[src/rtl/oep_pkg.sv]
// constants and types for the otp eprom programmer controller
// assumes a 10 MHz system clock; supply switches driven as logic levels
// Notes on behaviour
// - each program pulse is one strobe pulse, 50 us
// - pulse width kept within 47.5 to 52.5 us
// - select first address, raise core, then vpp
// - first pass: one pulse per address, no verify
// - verify pass retries up to ten pulses
// - fail whole part after tenth retry mismatch
// - advance on good verify until array done
// - drop vpp, core to 5v, read compare all
// - core supply on first, off in the same cycle as vpp after a good verify pass
// - id mode: upper lines low, high voltage line
package oep_pkg;
  localparam int unsigned CLK_HZ       = 10_000_000;
  localparam int unsigned PULSE_NS     = 50_000;   // nominal program pulse
  localparam int unsigned PULSE_CYC    = PULSE_NS / (1_000_000_000 / CLK_HZ);
  localparam int unsigned SETUP_NS     = 2_000;    // generic 2 us setup/hold
  localparam int unsigned SETUP_CYC    = (SETUP_NS + 99) / (1_000_000_000 / CLK_HZ);
  localparam int unsigned LATCH_NS     = 500;      // strobe width for latching
  localparam int unsigned LATCH_CYC    = (LATCH_NS + 99) / (1_000_000_000 / CLK_HZ);
  localparam int unsigned PW_MIN_CYC   = 47_500 / (1_000_000_000 / CLK_HZ); // shortest pulse
  localparam int unsigned PW_MAX_CYC   = 52_500 / (1_000_000_000 / CLK_HZ); // longest pulse
  localparam int unsigned MAX_PULSES   = 10;
  localparam logic [3:0]  MAX_PULSES_4 = 4'ha;
  localparam logic [15:0] ADDR_RESET   = 16'h0000;

  typedef enum logic [3:0] {
    OEP_IDLE   = 4'h0,
    OEP_PWRUP  = 4'h1,
    OEP_ADDR   = 4'h2,
    OEP_LATCH  = 4'h3,
    OEP_DATA   = 4'h4,
    OEP_PULSE  = 4'h5,
    OEP_VFY    = 4'h6,
    OEP_NEXT   = 4'h7,
    OEP_PWRDN  = 4'h8,
    OEP_READ   = 4'h9,
    OEP_DONE   = 4'ha,
    OEP_ID     = 4'hb
  } oep_state_t;
endpackage : oep_pkg

[src/rtl/oep_tmr_if.sv]
// timer request/status bundle between controller and its delay timer
// assumes one clock domain
`timescale 1ns/1ps
interface oep_tmr_if;
  logic        start;
  logic [15:0] count;
  logic        done;
  modport ctl (output start, output count, input done);
  modport tmr (input start, input count, output done);
endinterface : oep_tmr_if

[src/rtl/oep_timer.sv]
// down-counting delay timer, one-cycle done pulse
// assumes start is a one-cycle pulse from the controller
`timescale 1ns/1ps
module oep_timer
  import oep_pkg::*;
(
  // clock and reset
  input  wire logic sys_clk_in,
  input  wire logic reset_in,
  // request
  oep_tmr_if.tmr    tmr
);
  logic [15:0] cnt;
  logic        run;
  logic [15:0] next_cnt;
  logic        next_run;
  logic        next_done;
  logic        done_q;

  // count down; done fires as count reaches zero
  always_comb
  begin
    next_cnt  = cnt;
    next_run  = run;
    next_done = 1'b0;
    if (tmr.start)
    begin
      next_cnt = tmr.count;
      next_run = 1'b1;
    end
    else if (run)
    begin
      if (cnt <= 16'h0001)
      begin
        next_run  = 1'b0;
        next_done = 1'b1;
      end
      else
        next_cnt = cnt - 16'h0001;
    end
  end

  always_ff @(posedge sys_clk_in)
  begin
    if (reset_in)
    begin
      cnt    <= 16'h0000;
      run    <= 1'b0;
      done_q <= 1'b0;
    end
    else
    begin
      cnt    <= next_cnt;
      run    <= next_run;
      done_q <= next_done;
    end
  end

  assign tmr.done = done_q;
endmodule : oep_timer

[src/rtl/oep_prog.sv]
// otp eprom programmer: program, verify/retry, read-back and id read
// assumes data source answers src_data_in for src_addr_out combinationally
// assumes pins bidirectional lines resolved outside; inputs are async
`timescale 1ns/1ps
module oep_prog
  import oep_pkg::*;
#(
  parameter logic [16:0] LAST_ADDR = 17'h0ffff
)(
  // clock and reset
  input  wire logic        sys_clk_in,
  input  wire logic        reset_in,
  // user control
  input  wire logic        start_in,
  input  wire logic        id_req_in,
  input  wire logic        id_sel_in,
  input  wire logic [7:0]  src_data_in,
  output logic [15:0]      src_addr_out,
  output logic             busy_out,
  output logic             pass_out,
  output logic             fail_out,
  output logic [7:0]       id_code_out,
  // device pins
  output logic             strobe_out,
  output logic             vcc_high_out,
  output logic             vcc_low_out,
  output logic             vpp_high_out,
  output logic             oe_n_out,
  output logic [7:0]       upper_address_lines_out,
  output logic             id_select_line_out,
  output logic             id_mode_high_voltage_line_out,
  input  wire logic [7:0]  muxed_low_address_data_lines_in,
  output logic [7:0]       muxed_low_address_data_lines_out,
  output logic             muxed_low_address_data_lines_oe_out
);
  oep_tmr_if t ();
  oep_timer u_tmr (.sys_clk_in(sys_clk_in), .reset_in(reset_in), .tmr(t));

  oep_state_t  st, next_st, ret, next_ret;
  logic [15:0] addr, next_addr;
  logic [3:0]  tries, next_tries;
  logic        verify, next_verify;   // 0 first pass, 1 verify pass
  logic [1:0]  step, next_step;
  logic        pass, next_pass, fail, next_fail;
  logic [7:0]  idc, next_idc;
  logic [7:0]  rd_s1, rd_s2;
  logic        go;
  logic [15:0] go_cnt;
  logic [15:0] pw_cnt, next_pw_cnt;

  // two stages on the returning data lines
  always_ff @(posedge sys_clk_in)
  begin
    rd_s1 <= muxed_low_address_data_lines_in;
    rd_s2 <= rd_s1;
  end

  function automatic logic is_last(input logic [15:0] a);
    return {1'b0, a} == LAST_ADDR;
  endfunction : is_last

  // sequencing; each wait goes through the shared timer
  always_comb
  begin
    next_st = st; next_ret = ret; next_addr = addr; next_tries = tries;
    next_verify = verify; next_step = step; next_pass = pass; next_fail = fail;
    next_idc = idc; go = 1'b0; go_cnt = 16'(SETUP_CYC);
    case (st)
      OEP_IDLE:
        if (start_in)
        begin
          next_addr = ADDR_RESET; next_verify = 1'b0; next_pass = 1'b0;
          next_fail = 1'b0; next_step = 2'd0; next_st = OEP_PWRUP; go = 1'b1;
          next_tries = 4'h0; next_ret = OEP_DATA;  // no count left from a failed run
        end
        else if (id_req_in)
        begin
          next_st = OEP_ID; next_step = 2'd0; go = 1'b1;
        end
      OEP_PWRUP:   // core first, vpp after a setup gap
        if (t.done)
        begin
          if (step == 2'd0)
          begin
            next_step = 2'd1; go = 1'b1;
          end
          else
          begin
            next_st = OEP_ADDR; go = 1'b1;
          end
        end
      OEP_ADDR:
        if (t.done)
        begin
          next_st = OEP_LATCH; go = 1'b1; go_cnt = 16'(LATCH_CYC);
        end
      OEP_LATCH:
        if (t.done)
        begin
          next_st = ret; go = 1'b1;
        end
      OEP_DATA:
        if (t.done)
        begin
          next_st = OEP_PULSE; go = 1'b1; go_cnt = 16'(PULSE_CYC);
          next_tries = tries + 4'h1;
        end
      OEP_PULSE:
        if (t.done)
        begin
          go = 1'b1;
          next_st = verify ? OEP_VFY : OEP_NEXT;
        end
      OEP_VFY:
        if (t.done)
        begin
          if (rd_s2 == src_data_in)
          begin
            next_st = OEP_NEXT; go = 1'b1;
          end
          else if (tries >= MAX_PULSES_4)
          begin
            next_fail = 1'b1; next_st = OEP_PWRDN; go = 1'b1;
          end
          else
          begin
            next_st = OEP_ADDR; next_ret = OEP_DATA; go = 1'b1;
          end
        end
      OEP_NEXT:
        if (t.done)
        begin
          next_tries = 4'h0; go = 1'b1;
          // every read needs its low address latched first
          next_st = OEP_ADDR; next_ret = OEP_VFY;
          if (is_last(addr))
          begin
            next_addr = ADDR_RESET;
            if (!verify)
              next_verify = 1'b1;
            else
              next_st = OEP_PWRDN;
          end
          else
          begin
            next_addr = addr + 16'h0001;
            if (!verify)
              next_ret = OEP_DATA;
          end
        end
      OEP_PWRDN:   // core drops here; vpp drops with it from OEP_NEXT, but is already low after a failed verify
        if (t.done)
        begin
          if (fail)
            next_st = OEP_DONE;
          else
          begin
            next_addr = ADDR_RESET; next_st = OEP_ADDR; go = 1'b1;
            next_ret = OEP_READ;
          end
        end
      OEP_READ:
        if (t.done)
        begin
          if (rd_s2 != src_data_in)
            next_fail = 1'b1;
          if (is_last(addr))
          begin
            next_pass = (rd_s2 == src_data_in) && !fail; next_st = OEP_DONE;
          end
          else
          begin
            next_addr = addr + 16'h0001; next_st = OEP_ADDR; go = 1'b1;
          end
        end
      OEP_ID:
        if (t.done)
        begin
          next_idc = rd_s2; next_st = OEP_DONE;
        end
      OEP_DONE:
        if (!start_in && !id_req_in)
          next_st = OEP_IDLE;
      default:
        next_st = OEP_IDLE;
    endcase
  end

  always_ff @(posedge sys_clk_in)
  begin
    if (reset_in)
    begin
      st <= OEP_IDLE; ret <= OEP_IDLE; addr <= ADDR_RESET; tries <= 4'h0;
      verify <= 1'b0; step <= 2'd0; pass <= 1'b0; fail <= 1'b0;
      idc <= 8'h00;
    end
    else
    begin
      st <= next_st; ret <= next_ret; addr <= next_addr; tries <= next_tries;
      verify <= next_verify; step <= next_step; pass <= next_pass;
      fail <= next_fail; idc <= next_idc;
    end
  end

  assign t.start = go;
  assign t.count = go_cnt;

  // pin drive decoded from state; programming phases hold 6.5v/13v
  logic prog_ph;
  assign prog_ph = (((st == OEP_ADDR) || (st == OEP_LATCH)) && (ret != OEP_READ)) ||
                   (st == OEP_DATA) || (st == OEP_PULSE) || (st == OEP_NEXT) ||
                   (st == OEP_PWRUP && step == 2'd1);
  assign vcc_high_out  = prog_ph || st == OEP_PWRUP || st == OEP_VFY;
  assign vpp_high_out  = prog_ph;
  assign vcc_low_out   = !vcc_high_out;
  assign oe_n_out      = !(st == OEP_VFY || st == OEP_READ || st == OEP_ID);
  assign strobe_out    = !((st == OEP_LATCH) || (st == OEP_PULSE));
  assign upper_address_lines_out = (st == OEP_ID) ? 8'h00 : addr[15:8];
  assign id_select_line_out      = (st == OEP_ID) ? id_sel_in : addr[8];
  assign id_mode_high_voltage_line_out = (st == OEP_ID);
  assign muxed_low_address_data_lines_out =
    (st == OEP_DATA || st == OEP_PULSE) ? src_data_in : addr[7:0];
  assign muxed_low_address_data_lines_oe_out = oe_n_out;
  assign src_addr_out = addr;
  assign busy_out     = (st != OEP_IDLE) && (st != OEP_DONE);
  assign pass_out     = pass;
  assign fail_out     = fail;
  assign id_code_out  = idc;

  // cycles spent in the current program pulse; a long one overstresses the cell
  always_comb
  begin
    next_pw_cnt = 16'h0000;
    if (st == OEP_PULSE)
      next_pw_cnt = pw_cnt + 16'h0001;
  end

  always_ff @(posedge sys_clk_in)
  begin
    if (reset_in)
      pw_cnt <= 16'h0000;
    else
      pw_cnt <= next_pw_cnt;
  end
endmodule : oep_prog

[config.mk]
export PLATFORM = sky130hd
export DESIGN_NAME = oep_prog
export DESIGN_NICKNAME = d
export VERILOG_FILES = /design/src/rtl/oep_pkg.sv /design/src/rtl/oep_tmr_if.sv /design/src/rtl/oep_timer.sv /design/src/rtl/oep_prog.sv
export SDC_FILE = /design/constraint.sdc
export NUM_CORES = 1
export LEC_CHECK = 0
export BUFFER_PORTS_ARGS = -buffer_cell sky130_fd_sc_hd__buf_2
export CAP_MARGIN = 40
export CORE_MARGIN = 1
export CORE_UTILIZATION = 55
export DETAILED_ROUTE_END_ITERATION = 10
export PLACE_DENSITY = 0.85
export SETUP_SLACK_MARGIN = 0.05
export SLEW_MARGIN = 20
export SYNTH_ARGS = -nofsm -noshare
export SYNTH_HDL_FRONTEND = slang
export SYNTH_SLANG_ARGS = --single-unit
export TNS_END_PERCENT = 30
[constraint.sdc]
create_clock -name sys_clk_in -period 2.5 [get_ports sys_clk_in]
set_input_delay 0.5 -clock sys_clk_in [delete_from_list [all_inputs] [get_ports sys_clk_in]]
set_output_delay 0.5 -clock sys_clk_in [all_outputs]
set_load 0.02 [all_outputs]
### Yosys cells after proc, flatten, opt, wreduce, memory -nomap -nowiden

Cells that the tools add are included.
Widths: inputs -> output; s select.

| storage, ports and cells | value |
|---|---|
| input bits | 21 |
| logic and storage cells | 189 |
| bits in registers | 75 |
| output and inout bits | 51 |

| cells by class | value |
|---|---|
| magnitude comparators | 2 |
| muxes and demuxes | 83 |
| reduce and logical (&&, ||, !) cells | 45 |
| eq/ne operators | 41 |
| bitwise operators | 1 |
| $add $sub $neg | 3 |

Operator list:

| operator | number |
|---|---|
| $mux 16 | 10 |
| $mux 4 | 30 |
| $pmux 16 s4 | 1 |
| $pmux 4 s12 | 1 |
| $ne 2x2->1 const B | 13 |
| $mux 1 | 23 |
| $ne 2x1->1 const B | 10 |
| $pmux 9 s2 | 1 |
| $add 16x1->16 const B | 1 |
| $eq 16x16->1 const B | 1 |
| $eq 4x3->1 const B | 4 |
| $eq 4x4->1 const B | 4 |
| $le 16x1->1 const B | 1 |
| $mux 8 | 2 |
| $pmux 4 s4 | 1 |
| $reduce_and 4->1 | 4 |
| $sub 16x1->16 const B | 1 |
| $reduce_and 7->1 | 2 |
| $reduce_and 13->1 | 1 |
| $mux 2 | 6 |
| $pmux 4 s3 | 1 |
| $reduce_bool 4->1 | 3 |
| $logic_or 1x1->1 | 11 |
| $mux 9 | 1 |
| other kinds (25) | 42 |

### Depth between registers and ports, before layout

| logic depth | value |
|---|---|
| word-level depth | 10 |
| gate-level depth with buffers | 9 |
| depth with buffers taken out | 8 |

### Cells and area by module

Synthesis repeated with hierarchy kept, for this count alone.

| second synthesis, totals | value |
|---|---|
| cell total of the unflattened synthesis | 511 |
| area, all modules | 4206.5 um^2 |

By module, submodules not included:

| module | cells each | sequential area each (um^2) | instances | area each (um^2) |
|---|---|---|---|---|
| oep_prog | 372 | 1101.1 | 1 | 3088.0 |
| oep_timer | 139 | 360.3 | 1 | 1118.6 |

### Least setup slack after synthesis

No wires, ideal clock.

| timing path | value |
|---|---|
| kind | reg-to-reg |
| start | register addr[0], in the netlist src_addr_out[0] |
| end | register addr[6], in the netlist src_addr_out[6] |
| setup time | 0.115 ns |
| setup slack | 0.438 ns |
| stages on the path, launching flop included | 8 |
| arrival | 1.948 ns |
| data required time | 2.385 ns |
| buffers on the path | 1 |
| period minus slack after synthesis | 2.062 ns |
| cell sequence | dfxtp_1 > ha_1 > nand4_1 > or4_1 > a21oi_1 > a21o_1 > buf_6 > nor2_1 |

| on the way | value |
|---|---|
| word-level cells in the longest chain between the ends | 4 |
| elaborated cells on any way between the ends | 9 |
| classes of those cells | add/sub (1); eq/ne (2); mux (5); reduce/logical (1) |

Ends and longest elaborated chain:

| what | RTL line | text |
|---|---|---|
| from (decl) | oep_prog.sv:40 | `logic [15:0] addr, next_addr;` |
| from (signal assigned) | oep_prog.sv:199 | `st <= next_st; ret <= next_ret; addr <= next_addr; tries <= next_tries;` |
| $add 16x1->16 / $eq 16x16->1 (equally long branches) | oep_prog.sv:146, oep_prog.sv:173, oep_prog.sv:59 |  |
| $mux 16 (on tied branches) | oep_prog.sv:167, oep_prog.sv:136 |  |
| $mux 16 (on tied branches) | oep_prog.sv:163, oep_prog.sv:131 |  |
| $pmux 16 s4 | oep_prog.sv:68 | `case (st)` |

Several ways; a longest one is shown, not always the timed one. The select of a mux whose other input is x is not followed.
A chain may end at the register's enable or synchronous reset.

### Final worst setup path

| timing path | value |
|---|---|
| start | register st[0] |
| end | output id_select_line_out |

| on the way | value |
|---|---|
| word-level cells in the longest chain between the ends | 2 |

Ends and longest elaborated chain:

| what | RTL line | text |
|---|---|---|
| from (decl) | oep_prog.sv:39 | `oep_state_t st, next_st, ret, next_ret;` |
| from (signal assigned) | oep_prog.sv:199 |  |
| $eq 4x4->1 | oep_prog.sv:219 | `assign id_select_line_out = (st == OEP_ID) ? id_sel_in : addr[8];` |
| $mux 1 | oep_prog.sv:219 |  |
| to (decl) | oep_prog.sv:30 | `output logic id_select_line_out,` |

No other way between the ends.

==> results.py <==
metrics = {
    "finish": {
        "final_cells": 612,
        "nFillCells": 495,
        "nNetsFinal": 556,
        "drive_above_1_share_pct": 26.5,
        "n_antenna_cell": 0,
        "syn_to_final_growth_pct": 18.7,
        "stdcell_area_mm2": 0.00447,
    },
    "detailed_routing": {
        "met1Wirelength_um": 4010,
        "wl_met2_um": 4570,
        "wl_met3_um": 733,
        "drt_iter0_markers": 331,
        "route.detailed.wl_per_inst_um": 15.5,
        "drtAntennaViolNets": 0,
        "vias": 3652,
        "top_layer_used": "met4",
        "drc": 0,
        "drt-vias-per-instance": 5.97,
        "wirelength_um": 9520,
        "firstDrtPassIters": 7,
    },
    "timing": {
        "setup_viol": 0,
        "min_period_ps": 2340,
        "max_freq_mhz": 427,
        "rsz0062_at_grt": "true",
        "maxSlewViolCount": 0,
        "slew-limit-headroom_pct": 55.2,
        "setup_tns_ps": 0,
        "worst_slew_pin_slew_ps": 670,
        "hold_viol_final": 0,
        "period_share_pct": 93.6,
        "clock-skew-final_ps": 13.4,
        "worst_slack_ps": 159,
    },
    "critical_path": {
        "arrival_ps": 1840,
        "critPathCaptureType": "output pin",
        "crit_slowest_cell": "dfxtp_2",
        "reg2reg_setup_slack_ps": 280,
        "reg2reg_to": "u_tmr.cnt[2]$_SDFFE_PP0P_",
        "crit_buf_inv": 1,
        "crit_chain": "and2_1, nand2_1, and2_1, a21o_1, buf_2",
        "worst_r2r_path_depth": 9,
        "cp-start-kind": "register",
        "crit_required_ps": 2000,
        "r2r-start": "u_tmr.cnt[0]$_SDFFE_PP0P_",
        "slowest_delay_ps": 550,
        "crit_top_cell": "and2_1",
        "crit_fanout": 21,
        "criticalPathCategory": "register to output pin",
        "cpLargestDelayFamily": "simple AND/OR/NAND/NOR gates",
    },
    "synthesis": {
        "synth-simple-area-share_pct": 28.7,
        "avgSynthCellArea_um2": 8.33,
        "yosysTopAreaCellShare_pct": 38.8,
        "synth-seq-cells": 73,
        "synth_area_mm2": 0.00376,
        "synth_edf_count": 0,
        "synth_common_cells": "dfxtp_1 (73), nor2_1 (59), nand2_1 (39), xor2_1 (33), a21oi_1 (32)",
        "syn-instance-count": 452,
        "muxShareOfSynthArea_pct": 3.79,
        "synthAdderAreaFrac_pct": 1.66,
        "yosysWarnings": 0,
        "yosysSeqAreaShare_pct": 38.8,
        "yosysUniqueCellTypes": 62,
        "ys_top_cells_by_area": "dfxtp_1 (39%), xor2_1 (7.7%), nor2_1 (5.9%)",
        "synth_xor_area_share_pct": 7.68,
        "synth_compound_area_share_pct": 14.7,
        "synth.largest_area_cell": "dfxtp_1",
        "synth_nets": 478,
        "yosys_most_used_dff": "dfxtp_1",
        "synth.most_common_cell": "dfxtp_1",
        "async_flop_share_pct": 0,
        "synth_top_family_by_area": "simple AND/OR/NAND/NOR gates",
    },
    "clocking": {
        "cts_tree": "built",
        "h-tree-depth": 3,
        "clk_pin_slew_ps": 80,
        "root_buffer": "clkbuf_8",
        "post_cts_buffers": 0,
        "cts-hold-fix-buffers": 0,
        "cts_buffer_depth": 2,
        "clk_latency_ps": 360,
        "cts.repair.resized": 4,
        "cts_made_buffers": 9,
        "clock-sinks": 73,
    },
    "die": {
        "io_pins": 72,
        "die_w_um": 84.7,
        "dieArea_mm2": 0.00718,
        "rows": 29,
        "die_y_um": 84.7,
        "start_util_pct": 58.0,
        "coreArea_mm2": 0.00649,
    },
    "worst_hold_path": {
        "hold_path_end": "rd_s1[5]$_DFF_P_",
        "min_path_type": "primary input to register",
        "hold_start": "muxed_low_address_data_lines_in[5]",
        "hold_path_depth": 1,
    },
    "grt": {
        "grt-ovfl-total": 0,
        "grt_start_max_net_pins": 23,
        "track_usage_pct": 27.1,
        "antenna_found_initial": 0,
        "grt_pass1_vias": 3307,
        "grt_pass1_wl_um": 15500,
    },
    "placement": {
        "dp_cells": 596,
        "pre_cts_ws_ps": 147,
        "port_buffers": 71,
        "hpwl_um": 6840,
        "place_area_mm2": 0.00423,
        "routabilityCongestion": 0.995,
    },
    "run_status": {
        "status": "finished, final reports clean",
    },
    "job": {
        "maxCapViolCount": 0,
    },
    "power": {
        "p_leak_nw": 1.88,
        "vdd_ir_drop_max_mv": 0.613,
        "power_mw": 4.90,
        "power_density_mw_per_mm2": 1100,
    },
}
[registers in the layout (all words and copies together), names as in the netlist]
register	flops
fail_out	1
id_code_out	8
pass_out	1
rd_s1	8
rd_s2	8
ret	3
src_addr_out	16
st	4
step	1
tries	4
u_tmr.cnt	16
u_tmr.run	1
u_tmr.tmr.done	1
verify	1
[metrics by stage]
| step | hold slack, ps | util, % |
|---|---|---|
| floorplan | 310 | - |
| global placement | 311 | 65.2 |
| detailed placement | 312 | 65.2 |
| CTS | 237 | 68.5 |
| global route | 230 | 68.8 |
| finish | 241 | 68.8 |
[logic make-up (layout without fill, tap and decap cells)]
family	after synthesis	after routing
and+or+nand+nor	208	208
DFF	73	73
muxes	13	13
buffers and inverters	36	119
adders and majority gates	5	5
xor gates and xnor gates	33	33
AOI/OAI and AO/OA	84	84
[area by class of cell]
class / instances / area (um2) / area share [%]
sequential: 73 / 1470 / 32.8
clock inverter: 7 / 85.1 / 1.90
timing repair buffer: 90 / 502 / 11.2
tap: 77 / 96.3 / 2.16
inverter: 13 / 51.3 / 1.15
clock buffer: 9 / 124 / 2.77
multi-input combinational: 343 / 2150 / 48.0
[placed cells by master, fill, tap and decap left out, types with 4 or more instances in the layout]
master     n
nor3b_1    4
dfxtp_1   70
buf_4     18
o31ai_1    5
buf_2     71
or2_2      4
nor3_1    13
xor2_1    33
o21ai_0   11
and3_1     6
or4_1      4
a31oi_1    6
nor2b_1    4
ha_1       4
nand2_1   38
a21oi_1   32
nor2_1    59
a211oi_1   4
nand4_1   13
clkbuf_8   9
and2_1    12
nand3_1   25
nor4_1     6
inv_1     12
nand3b_1   5
mux2_2    10
[worst max path at each step]
stage | from | to | slack (ps) | cells after the start
floorplan | src_addr_out[0]$_SDFFE_PP0P_ | src_addr_out[6]$_SDFFE_PP0P_ | 440 | 7
global placement | src_addr_out[0]$_SDFFE_PP0P_ | src_addr_out[0]$_SDFFE_PP0P_ | 210 | 6
detailed placement | src_addr_out[0]$_SDFFE_PP0P_ | src_addr_out[0]$_SDFFE_PP0P_ | 150 | 6
CTS | st[2]$_SDFFE_PP0P_ | muxed_low_address_data_lines_out[6] | 70 | 6
global route | st[0]$_SDFFE_PP0P_ | id_select_line_out | 40 | 5
finish | st[0]$_SDFFE_PP0P_ | id_select_line_out | 160 | 5
[where the power goes]
part	switching, mW	leakage (nW)	internal [mW]	total (mW)
registers	0.288	0.598	1.34	1.62
clock network	0.505	0.100	0.481	0.987
logic	1.37	1.18	0.921	2.29
[routing by layer]
| layer | GRT usage, % | vias up |
|---|---|---|
| li1 | - | 1756 |
| met1 | 33.5 | 1682 |
| met2 | 45.7 | 194 |
| met3 | 5.51 | 20 |
| met4 | 11.7 | 0 |
| met5 | 0 | - |
Note: power is estimated with default switching activity, not from simulation.
